`src/design/wpi_pkg.sv`:
```
// Purpose: shared constants, states and helpers of the wiper-interface bus target
// Assumes: 200 MHz system clock, two-wire bus at up to 400 kHz
// Notes: strap levels arrive already resolved into two-bit codes
package wpi_pkg;
    localparam int         WORD_W        = 16;
    localparam int         BYTE_W        = 8;
    localparam int         FIFO_DEPTH    = 16;
    localparam logic [2:0] ADDR_FIXED    = 3'h2;
    localparam logic [3:0] BITS_PER_BYTE = 4'h8;
    localparam logic [3:0] CMD_READBACK  = 4'h3;
    localparam logic [3:0] CMD_COPY_NV   = 4'h7;
    localparam logic [3:0] CMD_NV_WRITE  = 4'h8;
    localparam logic [1:0] STRAP_HIGH    = 2'h0;
    localparam logic [1:0] STRAP_OPEN    = 2'h2;
    localparam logic [1:0] STRAP_GROUND  = 2'h3;
    localparam logic [1:0] STRAP_SETTLE  = 2'h3;
    localparam logic [1:0] RST_PIPE_INIT = 2'h0;

    typedef enum logic [2:0] {
        WPI_IDLE     = 3'h0,
        WPI_ADDR     = 3'h1,
        WPI_ADDR_ACK = 3'h3,
        WPI_RX       = 3'h2,
        WPI_RX_ACK   = 3'h6,
        WPI_TX       = 3'h7,
        WPI_TX_ACK   = 3'h5
    } wpi_state_t;

    // an illegal strap code falls back to the tied-high address bits
    function automatic logic [1:0] wpi_strap_bits(input logic [1:0] lvl);
        case (lvl)
            STRAP_OPEN:   wpi_strap_bits = STRAP_OPEN;
            STRAP_GROUND: wpi_strap_bits = STRAP_GROUND;
            default:      wpi_strap_bits = STRAP_HIGH;
        endcase
    endfunction

    function automatic logic wpi_is_nv_write(input logic [WORD_W-1:0] w);
        wpi_is_nv_write = (w[15:12] == CMD_COPY_NV && w[0]) || (w[15:12] == CMD_NV_WRITE);
    endfunction
endpackage

```
`src/design/wpi_fifo_if.sv`:
```
// Purpose: valid/ready carrier between the bus target and its command buffer
// Assumes: one clock for both sides
// Notes: a transfer happens when valid and ready are both high
`timescale 1ns/1ps
`default_nettype none
interface wpi_fifo_if #(parameter int W = 16);
    logic         wr_valid;
    logic         wr_ready;
    logic [W-1:0] wr_data;
    logic         rd_valid;
    logic         rd_ready;
    logic [W-1:0] rd_data;
    modport fifo (input wr_valid, wr_data, rd_ready, output wr_ready, rd_valid, rd_data);
    modport user (output wr_valid, wr_data, rd_ready, input wr_ready, rd_valid, rd_data);
endinterface
`default_nettype wire

```
`src/design/wpi_target.sv`:
```
// Purpose: two-wire bus target that collects 16-bit command words and returns readbacks
// Assumes: scl and sda are open-drain pins sampled by sys_clk_i; no clock stretching
// Notes: command words leave through a 16-word buffer; the core answers nv_done_i
`timescale 1ns/1ps
`default_nettype none
module wpi_target
    import wpi_pkg::*;
(
    input  wire logic              sys_clk_i,
    input  wire logic              arst_n_i,
    input  wire logic              scl_i,
    input  wire logic              sda_i,
    output logic                   sda_o,
    output logic                   sda_oe_o,
    input  wire logic [1:0]        address_strap_pin_low_bits_i,
    input  wire logic [1:0]        address_strap_pin_high_bits_i,
    output logic      [WORD_W-1:0] cmd_word_o,
    output logic                   cmd_valid_o,
    input  wire logic              cmd_ready_i,
    input  wire logic [WORD_W-1:0] rd_data_i,
    input  wire logic              nv_done_i,
    output logic                   nv_busy_o
);
    logic [1:0]        rst_pipe_q;
    logic              rst_n;
    logic [1:0]        bus_s;
    logic [3:0]        strap_s;
    logic              scl_s;
    logic              sda_s;
    logic              scl_p_q;
    logic              sda_p_q;
    logic              scl_rise;
    logic              scl_fall;
    logic              start_det;
    logic              stop_det;
    logic [1:0]        strap_cnt_q;
    logic              strap_taken_q;
    logic [6:0]        dev_addr_q;
    wpi_state_t        state_q;
    logic [3:0]        cnt_q;
    logic [7:0]        sh_q;
    logic [7:0]        hi_q;
    logic              have_hi_q;
    logic              rw_q;
    logic              match_q;
    logic              nack_q;
    logic              second_q;
    logic [7:0]        tx_sh_q;
    logic [7:0]        rd_lo_q;
    logic              push_q;
    logic [WORD_W-1:0] push_data_q;
    logic              busy_q;
    logic              armed_q;
    logic              byte_done;
    logic              addr_hit;
    logic              out_valid_q;
    logic [WORD_W-1:0] out_word_q;
    logic              sda_oe_q;

    wpi_fifo_if #(.W(WORD_W)) cmd_if ();

    // reset release through two flops
    always_ff @(posedge sys_clk_i or negedge arst_n_i) begin
        if (!arst_n_i) begin
            rst_pipe_q <= RST_PIPE_INIT;
        end else begin
            rst_pipe_q <= {rst_pipe_q[0], 1'b1};
        end
    end
    assign rst_n = rst_pipe_q[1];

    wpi_sync #(.W(2)) u_bus_sync (
        .clk_i   (sys_clk_i),
        .rst_n_i (rst_n),
        .d_i     ({!scl_i, !sda_i}),
        .q_o     (bus_s)
    );

    wpi_sync #(.W(4)) u_strap_sync (
        .clk_i   (sys_clk_i),
        .rst_n_i (rst_n),
        .d_i     ({address_strap_pin_high_bits_i, address_strap_pin_low_bits_i}),
        .q_o     (strap_s)
    );

    // pins pass inverted so the synchroniser's reset zero reads as an idle bus
    assign scl_s = !bus_s[1];
    assign sda_s = !bus_s[0];

    // 200 MHz oversamples even a 400 kHz bus by hundreds of samples per phase
    always_ff @(posedge sys_clk_i or negedge rst_n) begin
        if (!rst_n) begin
            scl_p_q <= 1'b1;
            sda_p_q <= 1'b1;
        end else begin
            scl_p_q <= scl_s;
            sda_p_q <= sda_s;
        end
    end

    assign scl_rise  = scl_s && !scl_p_q;
    assign scl_fall  = !scl_s && scl_p_q;
    assign start_det = scl_s && scl_p_q && sda_p_q && !sda_s;
    assign stop_det  = scl_s && scl_p_q && !sda_p_q && sda_s;
    assign byte_done = scl_fall && cnt_q == BITS_PER_BYTE;

    // straps taken once after reset, after the synchroniser has filled
    always_ff @(posedge sys_clk_i or negedge rst_n) begin
        if (!rst_n) begin
            strap_cnt_q   <= 2'h0;
            strap_taken_q <= 1'b0;
            dev_addr_q    <= 7'h00;
        end else if (!strap_taken_q) begin
            strap_cnt_q <= strap_cnt_q + 2'h1;
            if (strap_cnt_q == STRAP_SETTLE) begin
                strap_taken_q <= 1'b1;
                dev_addr_q    <= {ADDR_FIXED, wpi_strap_bits(strap_s[3:2]),
                                  wpi_strap_bits(strap_s[1:0])};
            end
        end
    end

    // fixed 010 prefix never equals general call or a 10-bit prefix
    assign addr_hit = strap_taken_q && sh_q[7:1] == dev_addr_q
                      && !busy_q
                      && (!sh_q[0] || armed_q);

    always_ff @(posedge sys_clk_i or negedge rst_n) begin
        if (!rst_n) begin
            state_q   <= WPI_IDLE;
            cnt_q     <= 4'h0;
            sh_q      <= 8'h00;
            hi_q      <= 8'h00;
            have_hi_q <= 1'b0;
            rw_q      <= 1'b0;
            match_q   <= 1'b0;
            nack_q    <= 1'b0;
            second_q  <= 1'b0;
            tx_sh_q   <= 8'h00;
            rd_lo_q   <= 8'h00;
        end else if (start_det) begin
            state_q   <= WPI_ADDR;
            cnt_q     <= 4'h0;
            have_hi_q <= 1'b0;
        end else if (stop_det) begin
            state_q   <= WPI_IDLE;
            have_hi_q <= 1'b0;
        end else begin
            case (state_q)
                WPI_ADDR: begin
                    if (scl_rise) begin
                        sh_q  <= {sh_q[6:0], sda_s};
                        cnt_q <= cnt_q + 4'h1;
                    end
                    if (byte_done) begin
                        match_q <= addr_hit;
                        rw_q    <= sh_q[0];
                        state_q <= WPI_ADDR_ACK;
                    end
                end
                WPI_ADDR_ACK: begin
                    if (scl_fall) begin
                        cnt_q <= 4'h0;
                        if (!match_q) begin
                            state_q <= WPI_IDLE;
                        end else if (rw_q) begin
                            state_q  <= WPI_TX;
                            tx_sh_q  <= rd_data_i[15:8];
                            rd_lo_q  <= rd_data_i[7:0];
                            second_q <= 1'b0;
                        end else begin
                            state_q <= WPI_RX;
                        end
                    end
                end
                WPI_RX: begin
                    if (scl_rise) begin
                        sh_q  <= {sh_q[6:0], sda_s};
                        cnt_q <= cnt_q + 4'h1;
                    end
                    if (byte_done) begin
                        state_q <= WPI_RX_ACK;
                        if (!have_hi_q) begin
                            hi_q      <= sh_q;
                            have_hi_q <= 1'b1;
                            match_q   <= 1'b1;
                        end else begin
                            have_hi_q <= 1'b0;
                            match_q   <= cmd_if.wr_ready;
                        end
                    end
                end
                WPI_RX_ACK: begin
                    if (scl_fall) begin
                        cnt_q   <= 4'h0;
                        state_q <= match_q ? WPI_RX : WPI_IDLE;
                    end
                end
                WPI_TX: begin
                    if (scl_rise) begin
                        cnt_q <= cnt_q + 4'h1;
                    end
                    if (byte_done) begin
                        state_q <= WPI_TX_ACK;
                    end else if (scl_fall && cnt_q != 4'h0) begin
                        tx_sh_q <= {tx_sh_q[6:0], 1'b0};
                    end
                end
                WPI_TX_ACK: begin
                    if (scl_rise) begin
                        nack_q <= sda_s;
                    end
                    if (scl_fall) begin
                        cnt_q <= 4'h0;
                        if (nack_q || second_q) begin
                            state_q <= WPI_IDLE;
                        end else begin
                            state_q  <= WPI_TX;
                            tx_sh_q  <= rd_lo_q;
                            second_q <= 1'b1;
                        end
                    end
                end
                default: begin
                    state_q <= WPI_IDLE;
                end
            endcase
        end
    end

    // a full buffer turns the low byte's acknowledge into a refusal
    always_ff @(posedge sys_clk_i or negedge rst_n) begin
        if (!rst_n) begin
            push_q      <= 1'b0;
            push_data_q <= 16'h0000;
        end else begin
            push_q <= state_q == WPI_RX && byte_done && have_hi_q
                      && cmd_if.wr_ready && !start_det && !stop_det;
            push_data_q <= {hi_q, sh_q};
        end
    end

    assign cmd_if.wr_valid = push_q;
    assign cmd_if.wr_data  = push_data_q;
    assign cmd_if.rd_ready = !out_valid_q || cmd_ready_i;

    wpi_fifo #(.WIDTH(WORD_W), .DEPTH(FIFO_DEPTH)) u_fifo (
        .clk_i   (sys_clk_i),
        .rst_n_i (rst_n),
        .f       (cmd_if.fifo)
    );

    always_ff @(posedge sys_clk_i or negedge rst_n) begin
        if (!rst_n) begin
            out_valid_q <= 1'b0;
            out_word_q  <= 16'h0000;
        end else if (cmd_if.rd_ready) begin
            out_valid_q <= cmd_if.rd_valid;
            out_word_q  <= cmd_if.rd_data;
        end
    end

    // programming busy: a new nv command wins over a done in the same cycle
    always_ff @(posedge sys_clk_i or negedge rst_n) begin
        if (!rst_n) begin
            busy_q <= 1'b0;
        end else if (push_q && wpi_is_nv_write(push_data_q)) begin
            busy_q <= 1'b1;
        end else if (nv_done_i) begin
            busy_q <= 1'b0;
        end
    end

    always_ff @(posedge sys_clk_i or negedge rst_n) begin
        if (!rst_n) begin
            armed_q <= 1'b0;
        end else if (push_q && push_data_q[15:12] == CMD_READBACK) begin
            armed_q <= 1'b1;
        end else if (state_q == WPI_ADDR_ACK && scl_fall && match_q && rw_q) begin
            armed_q <= 1'b0;
        end
    end

    // drive changes one cycle after the state, still inside scl low
    always_ff @(posedge sys_clk_i or negedge rst_n) begin
        if (!rst_n) begin
            sda_oe_q <= 1'b0;
            sda_o    <= 1'b0;
        end else begin
            sda_oe_q <= (state_q == WPI_ADDR_ACK && match_q)
                        || (state_q == WPI_RX_ACK && match_q)
                        || (state_q == WPI_TX && !tx_sh_q[7]);
            sda_o    <= 1'b0;
        end
    end
    assign sda_oe_o    = sda_oe_q;
    assign cmd_word_o  = out_word_q;
    assign cmd_valid_o = out_valid_q;
    assign nv_busy_o   = busy_q;
endmodule // wpi_target
`default_nettype wire

```
`src/design/wpi_sync.sv`:
```
// Purpose: two-flop synchroniser for pin levels
// Assumes: inputs are slow levels relative to the clock
// Notes: only the second stage may be read
`timescale 1ns/1ps
`default_nettype none
module wpi_sync #(parameter int W = 2) (
    input  wire logic         clk_i,
    input  wire logic         rst_n_i,
    input  wire logic [W-1:0] d_i,
    output logic      [W-1:0] q_o
);
    logic [W-1:0] meta_q;
    always_ff @(posedge clk_i or negedge rst_n_i) begin
        if (!rst_n_i) begin
            meta_q <= '0;
            q_o    <= '0;
        end else begin
            meta_q <= d_i;
            q_o    <= meta_q;
        end
    end
endmodule // wpi_sync
`default_nettype wire

```
`src/design/wpi_fifo.sv`:
```
// Purpose: command word buffer with honest full and empty
// Assumes: DEPTH is a power of two
// Notes: read data is taken from the word at the read pointer
`timescale 1ns/1ps
`default_nettype none
module wpi_fifo #(
    parameter int WIDTH = 16,
    parameter int DEPTH = 16
) (
    input  wire logic clk_i,
    input  wire logic rst_n_i,
    wpi_fifo_if.fifo  f
);
    localparam int AW = $clog2(DEPTH);
    logic [WIDTH-1:0] mem [DEPTH];
    logic [AW:0]      wr_ptr_q;
    logic [AW:0]      rd_ptr_q;
    logic             do_wr;
    logic             do_rd;

    assign f.wr_ready = (wr_ptr_q - rd_ptr_q) != (AW+1)'(DEPTH);
    assign f.rd_valid = wr_ptr_q != rd_ptr_q;
    assign f.rd_data  = mem[rd_ptr_q[AW-1:0]];
    assign do_wr      = f.wr_valid && f.wr_ready;
    assign do_rd      = f.rd_valid && f.rd_ready;

    always_ff @(posedge clk_i) begin
        if (do_wr) begin
            mem[wr_ptr_q[AW-1:0]] <= f.wr_data;
        end
    end

    always_ff @(posedge clk_i or negedge rst_n_i) begin
        if (!rst_n_i) begin
            wr_ptr_q <= '0;
            rd_ptr_q <= '0;
        end else begin
            if (do_wr) begin
                wr_ptr_q <= wr_ptr_q + 1'b1;
            end
            if (do_rd) begin
                rd_ptr_q <= rd_ptr_q + 1'b1;
            end
        end
    end
endmodule // wpi_fifo
`default_nettype wire

```
`config.mk`:
```
export PLATFORM = sky130hd
export DESIGN_NAME = wpi_target
export DESIGN_NICKNAME = d
export VERILOG_FILES = /design/src/design/wpi_pkg.sv /design/src/design/wpi_fifo_if.sv /design/src/design/wpi_target.sv /design/src/design/wpi_sync.sv /design/src/design/wpi_fifo.sv
export SDC_FILE = /design/constraint.sdc
export NUM_CORES = 1
export LEC_CHECK = 0
export ABC_AREA = 1
export BUFFER_PORTS_ARGS = -buffer_cell sky130_fd_sc_hd__buf_2
export CAP_MARGIN = 20
export CORE_ASPECT_RATIO = 0.75
export CORE_MARGIN = 2
export CORE_UTILIZATION = 58
export CTS_CLUSTER_SIZE = 40
export DETAILED_ROUTE_END_ITERATION = 6
export GPL_TIMING_DRIVEN = 0
export PLACE_DENSITY = 0.72
export SYNTH_ARGS = -nofsm -noshare
export SYNTH_HDL_FRONTEND = slang
export SYNTH_SLANG_ARGS = --single-unit
```
`constraint.sdc`:
```
create_clock -name sys_clk_i -period 4.2 [get_ports sys_clk_i]
set_input_delay 0.42 -clock sys_clk_i [delete_from_list [all_inputs] [get_ports sys_clk_i]]
set_output_delay 0.42 -clock sys_clk_i [all_outputs]
set_load 0.01 [all_outputs]
```
**Word level (Yosys, flattened, before mapping)**

Memory sizes are Yosys's and may differ from the RTL's. A register that Yosys moved wholly into a read port is not among the register bits.
Cells that the tools add are included.

- Flip-flop bits (word level): 99
- RAM bits: 256
- Output and inout bits: 20
- Logic and storage cells: 197
- Memories kept: 1

- Add/sub/neg operators: 5
- Equal/unequal tests: 36
- Muxes and demuxes: 51
- Bitwise gates (word level): 4
- Reductions and logical operators: 71

Memory list:

| name | depth | bits a word | rd ports | clocked after Yosys merged registers in | wr ports | line | RTL |
|---|---|---|---|---|---|---|---|
| u_fifo.mem | 16 | 16 | 1 | 1 | 1 | wpi_fifo.sv:15 | `logic [WIDTH-1:0] mem [DEPTH];` |

Operators with widths:

| cell | count |
|---|---|
| two-way mux 8 bit | 7 |
| two-way mux 3 bit | 11 |
| logical AND 1 bit | 28 |
| != test 4 bit, second input constant | 6 |
| case mux 8 bit (3 select lines) | 1 |
| two-way mux 1 bit | 21 |
| != test 2 bit, second input constant | 10 |
| case mux 3 bit (6 select lines) | 1 |
| two-way mux 4 bit | 4 |
| AND reduction 4 bit | 4 |
| logical NOT 1 bit | 13 |
| AND reduction 6 bit | 2 |
| nonzero test 3 bit | 4 |
| adder 5 x 1 -> 5 bit, second input constant | 2 |
| == test 2 bit, second input constant | 5 |
| AND reduction 10 bit | 1 |
| AND reduction 5 bit | 2 |
| == test 3 bit, second input constant | 3 |
| == test 4 bit, second input constant | 2 |
| case mux 2 bit (2 select lines) | 2 |
| case mux 4 bit (2 select lines) | 1 |
| AND reduction 8 bit | 1 |
| nonzero test 2 bit | 4 |
| == test 7 x 6 -> 1 bit | 1 |
| 18 further kinds | 31 |

**Logic depth before layout (Yosys ltp)**

Gate-level depths: netlist of run 1.

- Depth after elaboration: 7
- Mapped depth: 14

**Hierarchy**

Synthesis of run 1 repeated with hierarchy kept, for this count alone.

- Cells, all modules: 1311
- Area, all modules: 15232.1 um2

Modules (own cells, without submodules):

| module | times used | cells an instance | area each (um2) | seq. area each (um2) |
|---|---|---|---|---|
| wpi_fifo | 1 | 866 | 10904.2 | 7937.6 |
| wpi_target | 1 | 433 | 4027.6 | 2329.7 |
| wpi_sync at u_strap_sync | 1 | 8 | 200.2 | 200.2 |
| wpi_sync at u_bus_sync | 1 | 4 | 100.1 | 100.1 |

**Worst setup path after synthesis of run 1**

Ideal clock, no wire load.

- Path type: register -> register
- Start point: register u_fifo.rd_ptr_q[2]
- End point: memory u_fifo.mem[0][0] (enable)
- Library setup time: 0.388 ns
- Arrival: 2.772 ns
- Required time: 3.812 ns
- Path slack: 1.040 ns
- Cell stages (with the launch flop): 14
- Clock period less this slack: 3.160 ns
- Path through: dfrtp_1 -> buf_2 -> clkinv_1 -> buf_1 -> ha_1 -> nand2_1 -> inv_1 -> nand2_1 -> nand2_1 -> nand2_1 -> nand2_1 -> a21boi_2 -> nand2_1 -> nor2_1

- Cells in the longest elaborated chain, start to end: 5

RTL lines:

| element | line | RTL |
|---|---|---|
| start, declared | wpi_fifo.sv:17 | `logic [AW:0] rd_ptr_q;` |
| start signal, assigned | wpi_fifo.sv:42 | `rd_ptr_q <= rd_ptr_q + 1'b1;` |
| subtractor 5 bit | wpi_fifo.sv:21 | `assign f.wr_ready = (wr_ptr_q - rd_ptr_q) != (AW+1)'(DEPTH);` |
| != test 5 bit | wpi_fifo.sv:21 |  |
| logical AND 1 bit | wpi_fifo.sv:24 | `assign do_wr = f.wr_valid && f.wr_ready;` |
| two-way mux 1 bit | wpi_fifo.sv:28 | `if (do_wr) begin` |
| two-way mux 1 bit (implied by the code) | wpi_fifo.sv:29 | `mem[wr_ptr_q[AW-1:0]] <= f.wr_data;` |
| end, declared | wpi_fifo.sv:15 |  |

Every way passes these cells.

**Worst setup path in the final report of run 1**

- Start point: register u_fifo.rd_ptr_q[2]
- End point: memory u_fifo.mem[4][0] (enable)

Same word-level chain as after synthesis.

==> results of run 1 <==
cell usage in the layout (no fill, tap or decap), types with 4 or more instances in the layout:
| cell | synthesis | routed |
|---|---|---|
| sky130_fd_sc_hd__dlygate4sd3_1 | 0 | 5 |
| sky130_fd_sc_hd__nor2_4 | 2 | 6 |
| sky130_fd_sc_hd__nand2_1 | 217 | 217 |
| sky130_fd_sc_hd__mux2i_1 | 8 | 8 |
| sky130_fd_sc_hd__clkbuf_16 | 0 | 39 |
| sky130_fd_sc_hd__xnor2_1 | 6 | 6 |
| sky130_fd_sc_hd__nor2_1 | 225 | 212 |
| sky130_fd_sc_hd__buf_4 | 5 | 10 |
| sky130_fd_sc_hd__edfxtp_1 | 256 | 256 |
| sky130_fd_sc_hd__nand2_2 | 4 | 4 |
| sky130_fd_sc_hd__inv_2 | 5 | 5 |
| sky130_fd_sc_hd__clkinv_1 | 4 | 11 |
| sky130_fd_sc_hd__ha_1 | 12 | 12 |
| sky130_fd_sc_hd__inv_1 | 68 | 68 |
| sky130_fd_sc_hd__buf_2 | 16 | 60 |
| sky130_fd_sc_hd__a21oi_1 | 44 | 44 |
| sky130_fd_sc_hd__xor2_1 | 7 | 7 |
| sky130_fd_sc_hd__buf_1 | 4 | 4 |
| sky130_fd_sc_hd__o21ai_0 | 123 | 123 |
| sky130_fd_sc_hd__clkinv_2 | 0 | 7 |
| sky130_fd_sc_hd__nor2_2 | 1 | 10 |
| sky130_fd_sc_hd__o211ai_1 | 39 | 39 |
| sky130_fd_sc_hd__clkbuf_1 | 31 | 38 |
| sky130_fd_sc_hd__nand3_1 | 92 | 92 |
| sky130_fd_sc_hd__dfrtp_1 | 113 | 112 |
| sky130_fd_sc_hd__buf_6 | 2 | 7 |
cells by family after synthesis:
logic type,after synthesis,synth area share
AND/OR/NAND/NOR,554,0.152
flip-flops,371,0.705
AO/OA/AOI/OAI,218,0.0812
buffers and inverters,135,0.0374
XOR/XNOR,13,0.00760
adder cells (fa/ha/maj),12,0.0100
multiplexers,9,0.00610
other,2,0.000501
power by group through the flow:
stage	sequential (mW)	combinational, mW	clock [mW]
floorplan	4.68	2.05	0
global placement	4.85	3.06	0
detailed placement	4.85	3.17	0
CTS	4.78	3.20	3.25
global route	4.83	3.59	3.40
finish	4.79	3.28	3.22
layout make-up:
type / count / share of cell area
Antenna cell: 1 / 0.000147
Buffer: 58 / 0.0159
Clock buffer: 48 / 0.0604
Clock inverter: 20 / 0.00896
Inverter: 77 / 0.0170
Multi-Input combinational cell: 808 / 0.229
Sequential cell: 371 / 0.620
Tap cell: 338 / 0.0248
Timing Repair Buffer: 60 / 0.0230
critical path: cells and delay by family (launching register included):
kind,cells,cell delay (ns)
buf+inv,4,0.97
flops,1,0.37
simple gates,7,1.51
fa+ha+maj,1,0.45
compound gates,1,0.35
layer usage:
| layer | up-vias | part of all wire | global-route usage |
|---|---|---|---|
| li1 | 4716 | - | - |
| met1 | 4995 | 0.44 | 0.427 |
| met2 | 514 | 0.43 | 0.398 |
| met3 | 56 | 0.12 | 0.0762 |
| met4 | 0 | 0.018 | 0.0677 |
| met5 | - | 0 | 0 |
state kept, by name, summed over array words and instances (netlist names), 5 cells and up:
register	cells
cmd_if.wr_data	16
cmd_word_o	16
dev_addr_q	5
hi_q	8
rd_lo_q	8
sh_q	8
tx_sh_q	8
u_fifo.mem	256
u_fifo.rd_ptr_q	5
u_fifo.wr_ptr_q	5
worst max-delay path by stage:
stage / from / to / slack, ns / depth (start not counted)
5_1_grt: u_fifo.rd_ptr_q[2] / u_fifo.mem[4][8] / -0.17 / 13
3_3_place_gp: rst_pipe_q[1] / cmd_word_o[11] / -0.59 / 0
2_1_floorplan: rst_pipe_q[1] / armed_q / 0.76 / 0
4_1_cts: u_fifo.rd_ptr_q[2] / u_fifo.mem[1][15] / 0.15 / 14
3_5_place_dp: u_fifo.rd_ptr_q[2] / u_fifo.mem[1][15] / 0.19 / 14
6_report: u_fifo.rd_ptr_q[2] / u_fifo.mem[4][0] / 0.15 / 13
repair_timing:
| action | in CTS | in global routing |
|---|---|---|
| setup endpoints to repair | 0 | 138 |
| resized for setup | 0 | 11 |
| hold buffers | 5 | 0 |
| endpoints found under the hold margin | 6 | 0 |
metrics by stage:
step | setup WS [ns] | TNS, ns | hold slack [ns] | cell area (um2) | utilization
after floorplan | 0.763 | 0 | 0.124 | 15000 | -
after global placement | -0.588 | -64.37 | 0.205 | 15600 | 0.621
after detailed placement | 0.194 | 0 | 0.213 | 15800 | 0.627
after CTS | 0.148 | 0 | 0.0185 | 17000 | 0.676
after global routing | -0.167 | -6.35 | 0.0198 | 17000 | 0.678
final | 0.147 | 0 | 0.0299 | 17000 | 0.678
==> metrics.md, run 1 <==
| Metric | Value |
|---|---|
| Clock root cell | sky130_fd_sc_hd__clkbuf_16 |
| DRC viols | 0 |
| Number of standard cells in the final layout excluding fillers | 1781 |
| Most instantiated flip-flop cell in the synthesis netlist | sky130_fd_sc_hd__edfxtp_1 |
| Final hold violation count | 0 |
| Class of the most critical hold timing path | input port to flop |
| Total power per unit cell area | 662 nW/um2 |
| Fin crit period | 4.05 ns |
| Vias per cell | 5.77 |
| Number of cells in the design after placement | 1707 |
| Leakage | 6.63 nW |
| Critical register-to-register path endpoint | u_fifo.mem[4][0] |
| Routed via count | 10300 |
| FF+latch count, synth | 371 |
| Proportion of power drawn by combinational gates | 0.290 |
| Portion of the clock cycle consumed by the worst path in the final layout | 0.965 |
| Result of the run | complete, no violations |
| Synthesized Nets | 1352 |
| DIE HEIGHT | 143 um |
| Endpoint of the worst hold-timing path | u_bus_sync.meta_q[1] |
| Slowest cell on crit path | sky130_fd_sc_hd__nor2_2 |
| Combined area of the multi-input logic cells | 3910 um2 |
| Total number of placement rows | 50 |
| Horizontal die dimension | 190 um |
| Peak fanout along the critical path | 16 |
| Critical path data arrival time | 4.19 ns |
| Depth of the most critical reg-to-reg path | 13 |
| Worst Min Path Start | scl_i |
| I/O Buffers | 44 |
| Cell breakdown of the critical path | buf_2 > clkinv_1 > buf_1 > ha_1 > nand2_1 > inv_1 > nand2_1 > nand2_1 > nand2_1 > nand2_1 > a21boi_2 > nand2_1 > nor2_2 |
| Number of buffers inserted to repair setup after CTS | 0 |
| Capturing element type of the critical path | flop |
| Fmax achieved | 0.247 GHz |
| Routed wirelength normalized by instance count | 20.8 um |
| Largest net degree at the start of global routing | 67 |
| Final Total Pwr | 11.3 mW |
| Delay contributed by the slowest stage of the critical path | 0.83 ns |
| Internal portion of total power | 7.18 mW |
| Number of instances in the synthesized netlist | 1314 |
| Overall overflow remaining after global route | 0 |
| Number of clock buffers inserted by TritonCTS | 37 |
| Sequential share of the synthesized area | 0.705 |
| First DRT Iteration DRCs | 1328 |
| Kind of start point of the critical path | flop |
| Insertion delay of the later-clocked pin in the worst-skew pair | 0.53 ns |
| Layout net count | 1451 |
| Total track usage | 0.279 |
| Bufs on Longest Clock Path | 3 |
| Cell area after synthesis | 15000 um2 |
| Layout cells sized above 1 | 0.118 |
| Hold path depth | 2 |
| Top cells by instance count after synthesis | sky130_fd_sc_hd__edfxtp_1 (256), sky130_fd_sc_hd__nor2_1 (225), sky130_fd_sc_hd__nand2_1 (217) |
| Switching fraction of total power | 0.364 |
| Number of top-level pins | 46 |
| Asr flop ratio synth | 0.310 |
| Die area | 27200 um2 |
| Number of flops mapped to enable cells by yosys | 256 |
| Number of nets with antenna violations after detailed routing | 0 |
| Initial antenna violation count | 0 |
| Kind of critical path | flop to flop |
| Final Routed Wirelength | 37000 um |
| Crit Reg-Reg Startpoint | u_fifo.rd_ptr_q[2] |
| Estimated wirelength of the detail-placed design | 24800 um |
| Syn avg cell area | 11.4 um2 |
| Max Cap Violations | 0 |
| Detailed Routing Iterations Pass 1 | 6 |
| Unique cell type count in the Yosys netlist | 44 |
| Register area | 10600 um2 |
| Post-CTS clock slew at the launch and capture registers of the worst setup and hold paths | 0.06 ns |
| Cell repeated most along the worst path | sky130_fd_sc_hd__nand2_1 |
| Area added between synthesis and finish | 13.7% |
| Register-to-register setup slack | 0.15 ns |
| Max-slew violation count | 0 |
| Tightest slew margin relative to the limit | 0.327 |
| Net load switching power | 4.11 mW |
| Starting density of the core | 0.596 |
| Final setup fails | 0 |
| Share of the synthesized area in the top cell type | 0.513 |
| Leading post-synthesis cells by cell area | sky130_fd_sc_hd__edfxtp_1 (51%), sky130_fd_sc_hd__dfrtp_1 (19%), sky130_fd_sc_hd__nor2_1 (5.6%) |
| Largest clock skew in the final design | 0.0206 ns |
| Leading area contributor after synthesis | sky130_fd_sc_hd__edfxtp_1 |
| Count of fill cells added during filler insertion | 1824 |
| Share of total power in the clock network | 0.285 |
| Setup repair after global routing missed its margin | true |
| Clock sink count | 371 |
| Maximum level of the CTS H-tree | 2 |
| Yosys warnings | 0 |
| Area of the placeable core | 25100 um2 |
| Vias in the first global route | 9539 |
| Weighted congestion at the end of routability-driven global placement | 1.06 |
| Most frequent cell after synthesis | sky130_fd_sc_hd__edfxtp_1 |
| First-pass GRT wire length | 55600 um |
| Measured slew at the worst slew-check pin | 1.01 ns |
| TritonCTS clock tree | done |
| Proportion of power drawn by flip-flops and latches | 0.425 |
| Critical path required time | 4.34 ns |
| Max VDD drop | 373 uV |
(Power assumes the default switching activity.)
==> run 2: changes to the inputs <==
- PLACE_DENSITY: 0.72 -> 0.74
==> run 2 against run 1 <==
Power fell by 0.17%. Sequential power about the same. Fmax increased by 0.34%. Largest cell class unchanged. First-iteration DRC count is 13% lower. Hold slack got worse by 0.013 ns. Largest power group unchanged. Critical path type unchanged.
==> metrics.md, run 2 (synthesized netlist as in run 1, its figures left out) <==
| Metric | Value |
|---|---|
| Total track usage | 0.275 (-0.00383) |
| Final Routed Wirelength | 36300 um (-1.9%) |
| Delay contributed by the slowest stage of the critical path | 0.58 ns (-0.25 ns) |
| Clock root cell | sky130_fd_sc_hd__clkbuf_16 |
| Register-to-register setup slack | 0.16 ns (about the same) |
| Initial antenna violation count | 0 (unchanged) |
| Clock sink count | 371 (unchanged) |
| Class of the most critical hold timing path | input port to flop |
| Category of cells accounting for the largest share of critical-path delay | buffers and inverters |
| I/O Buffers | 44 (unchanged) |
| Critical register-to-register path endpoint | u_fifo.mem[12][5] |
| Flip-flop count of the largest register after layout | 256 (unchanged) |
| Worst Min Path Start | address_strap_pin_high_bits_i[0] |
| Logic depth of the worst setup path including buffers | 14 (+1) |
| TritonCTS clock tree | done |
| Estimated wirelength of the detail-placed design | 24300 um (-2.1%) |
| Starting density of the core | 0.596 (unchanged) |
| Routed via count | 10300 (-0.17%) |
| Post-placement worst setup slack | 0.242 ns (+0.0479 ns) |
| Number of buffer and inverter stages on the critical path | 5 (+1) |
| Measured slew at the worst slew-check pin | 0.993 ns (-0.0155 ns) |
| Area of the placeable core | 25100 um2 (unchanged) |
| Hold path depth | 1 (-1) |
| Slowest cell on crit path | sky130_fd_sc_hd__nor2_1 |
| Kind of start point of the critical path | flop |
| Number of nets with antenna violations after detailed routing | 0 (unchanged) |
| Cell repeated most along the worst path | sky130_fd_sc_hd__nand2_1 |
| Final Total Pwr | 11.3 mW (-0.17%) |
| Layout net count | 1451 (unchanged) |
| Peak fanout along the critical path | 11 (-5) |
| Overall overflow remaining after global route | 0 (unchanged) |
| Depth of the most critical reg-to-reg path | 14 (+1) |
| Worst setup path startpoint | u_fifo.rd_ptr_q[2] |
| Result of the run | complete, no violations |
| Total number of placement rows | 50 (unchanged) |
| Portion of the clock cycle consumed by the worst path in the final layout | 0.962 (-0.00329) |
| Critical path required time | 4.40 ns (+0.06 ns) |
| Total power per unit cell area | 662 nW/um2 (about the same) |
| Maximum level of the CTS H-tree | 2 (unchanged) |
| Horizontal die dimension | 190 um (unchanged) |
| Most common cell after layout, fill and taps aside | sky130_fd_sc_hd__edfxtp_1 |
| Max-slew violation count | 0 (unchanged) |
| Insertion delay of the later-clocked pin in the worst-skew pair | 0.52 ns (about the same) |
| DIE HEIGHT | 143 um (unchanged) |
| Largest clock skew in the final design | 0.0190 ns (-0.00165 ns) |
| Crit Reg-Reg Startpoint | u_fifo.rd_ptr_q[2] |
| Cell breakdown of the critical path | buf_2 > clkinv_1 > buf_1 > ha_1 > nand2_1 > inv_1 > nand2_1 > nand2_1 > nand2_1 > nand2_1 > a21boi_2 > nand2_1 > nor2_1 > buf_4 |
| Final setup fails | 0 (unchanged) |
| Vias per cell | 5.78 (about the same) |
| Weighted congestion at the end of routability-driven global placement | 0.969 (-8.7%) |
| Largest net degree at the start of global routing | 67 (unchanged) |
| Critical path data arrival time | 4.24 ns (+0.05 ns) |
| Setup repair after global routing missed its margin | true |
| Leakage | 6.63 nW (+0.11%) |
| Die area | 27200 um2 (unchanged) |
| Detailed Routing Iterations Pass 1 | 6 (unchanged) |
| Layout cells sized above 1 | 0.113 (-0.00462) |
| Max VDD drop | 337 uV (-9.5%) |
| Kind of critical path | flop to flop |
| Fmax achieved | 0.248 GHz (+0.34%) |
| Bufs on Longest Clock Path | 3 (unchanged) |
| Capture point of the worst path | u_fifo.mem[12][5] |
| Min setup slack post-route | 0.161 ns (+0.0138 ns) |
| Number of clock buffers inserted by TritonCTS | 37 (unchanged) |
| Tightest slew margin relative to the limit | 0.337 (+0.0103) |
| Number of top-level pins | 46 (unchanged) |
| DRC viols | 0 (unchanged) |
| N_diodes | 0 (-1) |
| Total negative slack for setup checks | 0 ns (unchanged) |
| Max Cap Violations | 0 (unchanged) |
| Post-CTS clock slew at the launch and capture registers of the worst setup and hold paths | 0.06 ns (about the same) |
| Area added between synthesis and finish | 13.6% |
| Vias in the first global route | 9567 (+0.29%) |
| Routed wirelength normalized by instance count | 20.4 um (-1.7%) |
| Fin crit period | 4.04 ns (-0.0138 ns) |
| Leading cell types in the layout, fill and taps excluded | sky130_fd_sc_hd__edfxtp_1 (256), sky130_fd_sc_hd__nor2_1 (219), sky130_fd_sc_hd__nand2_1 (217) |
| First-pass GRT wire length | 54800 um (-1.6%) |
| Final hold violation count | 0 (unchanged) |
| First DRT Iteration DRCs | 1150 (-13%) |
| Capturing element type of the critical path | flop |
-- run 2: routing by layer --
metal  vias up  GRT usage  part of all wire
li1       4721          -                 -
met1      4968      0.426              0.44
met2       517      0.395              0.43
met3        58     0.0595              0.11
met4         0     0.0763             0.024
met5         -          0                 0
-- run 2: cell type report --
class,count,area [um2]
Clock buffer,54,1060
Buffer,58,272
Sequential cell,371,10600
Timing Repair Buffer,60,385
Multi-Input combinational cell,808,3880
Tap cell,338,423
Clock inverter,11,133
Inverter,77,289
Fill cell,1815,8130
-- run 2: worst min path at each step --
stage and to:
5_1_grt u_strap_sync.meta_q[2], 2_1_floorplan rst_pipe_q[0], 3_5_place_dp rst_pipe_q[0], 6_report u_strap_sync.meta_q[2], 4_1_cts u_strap_sync.meta_q[2], 3_3_place_gp rst_pipe_q[1]
-- run 2: power by group --
group	internal (mW)	leakage, nW	switching [mW]
combinational	0.980	2.47	2.26
sequential	4.34	3.58	0.441
clock	1.94	0.589	1.31
total	7.26	6.63	4.01
-- run 2: worst reg2reg max path, stage by stage (launching register included) --
cell                       delay, ns
sky130_fd_sc_hd__dfrtp_1        0.36
sky130_fd_sc_hd__buf_2          0.26
sky130_fd_sc_hd__clkinv_1       0.30
sky130_fd_sc_hd__buf_1          0.36
sky130_fd_sc_hd__ha_1           0.45
sky130_fd_sc_hd__nand2_1        0.11
sky130_fd_sc_hd__inv_1          0.05
sky130_fd_sc_hd__nand2_1        0.08
sky130_fd_sc_hd__nand2_1        0.06
sky130_fd_sc_hd__nand2_1        0.06
sky130_fd_sc_hd__nand2_1        0.10
sky130_fd_sc_hd__a21boi_2       0.35
sky130_fd_sc_hd__nand2_1        0.28
sky130_fd_sc_hd__nor2_1         0.58
sky130_fd_sc_hd__buf_4          0.33
-- run 2: metrics by stage --
step	hold slack (ns)	std cells	util	cell area, um2
finish	0.0166	1777	0.677	17000
global route	0.00324	1777	0.677	17000
CTS	0.00147	1777	0.676	17000
detailed placement	0.207	1708	0.627	15800
global placement	0.205	1696	0.621	15600
floorplan	0.124	1314	-	15000
-- run 2: repair_timing --
item | 4_1_cts | 5_1_grt
buffers inserted | 0 | 0
endpoints found under the hold margin | 5 | 0
gates resized for setup | 0 | 3
hold buffers | 4 | 0
setup endpoints to repair | 0 | 51
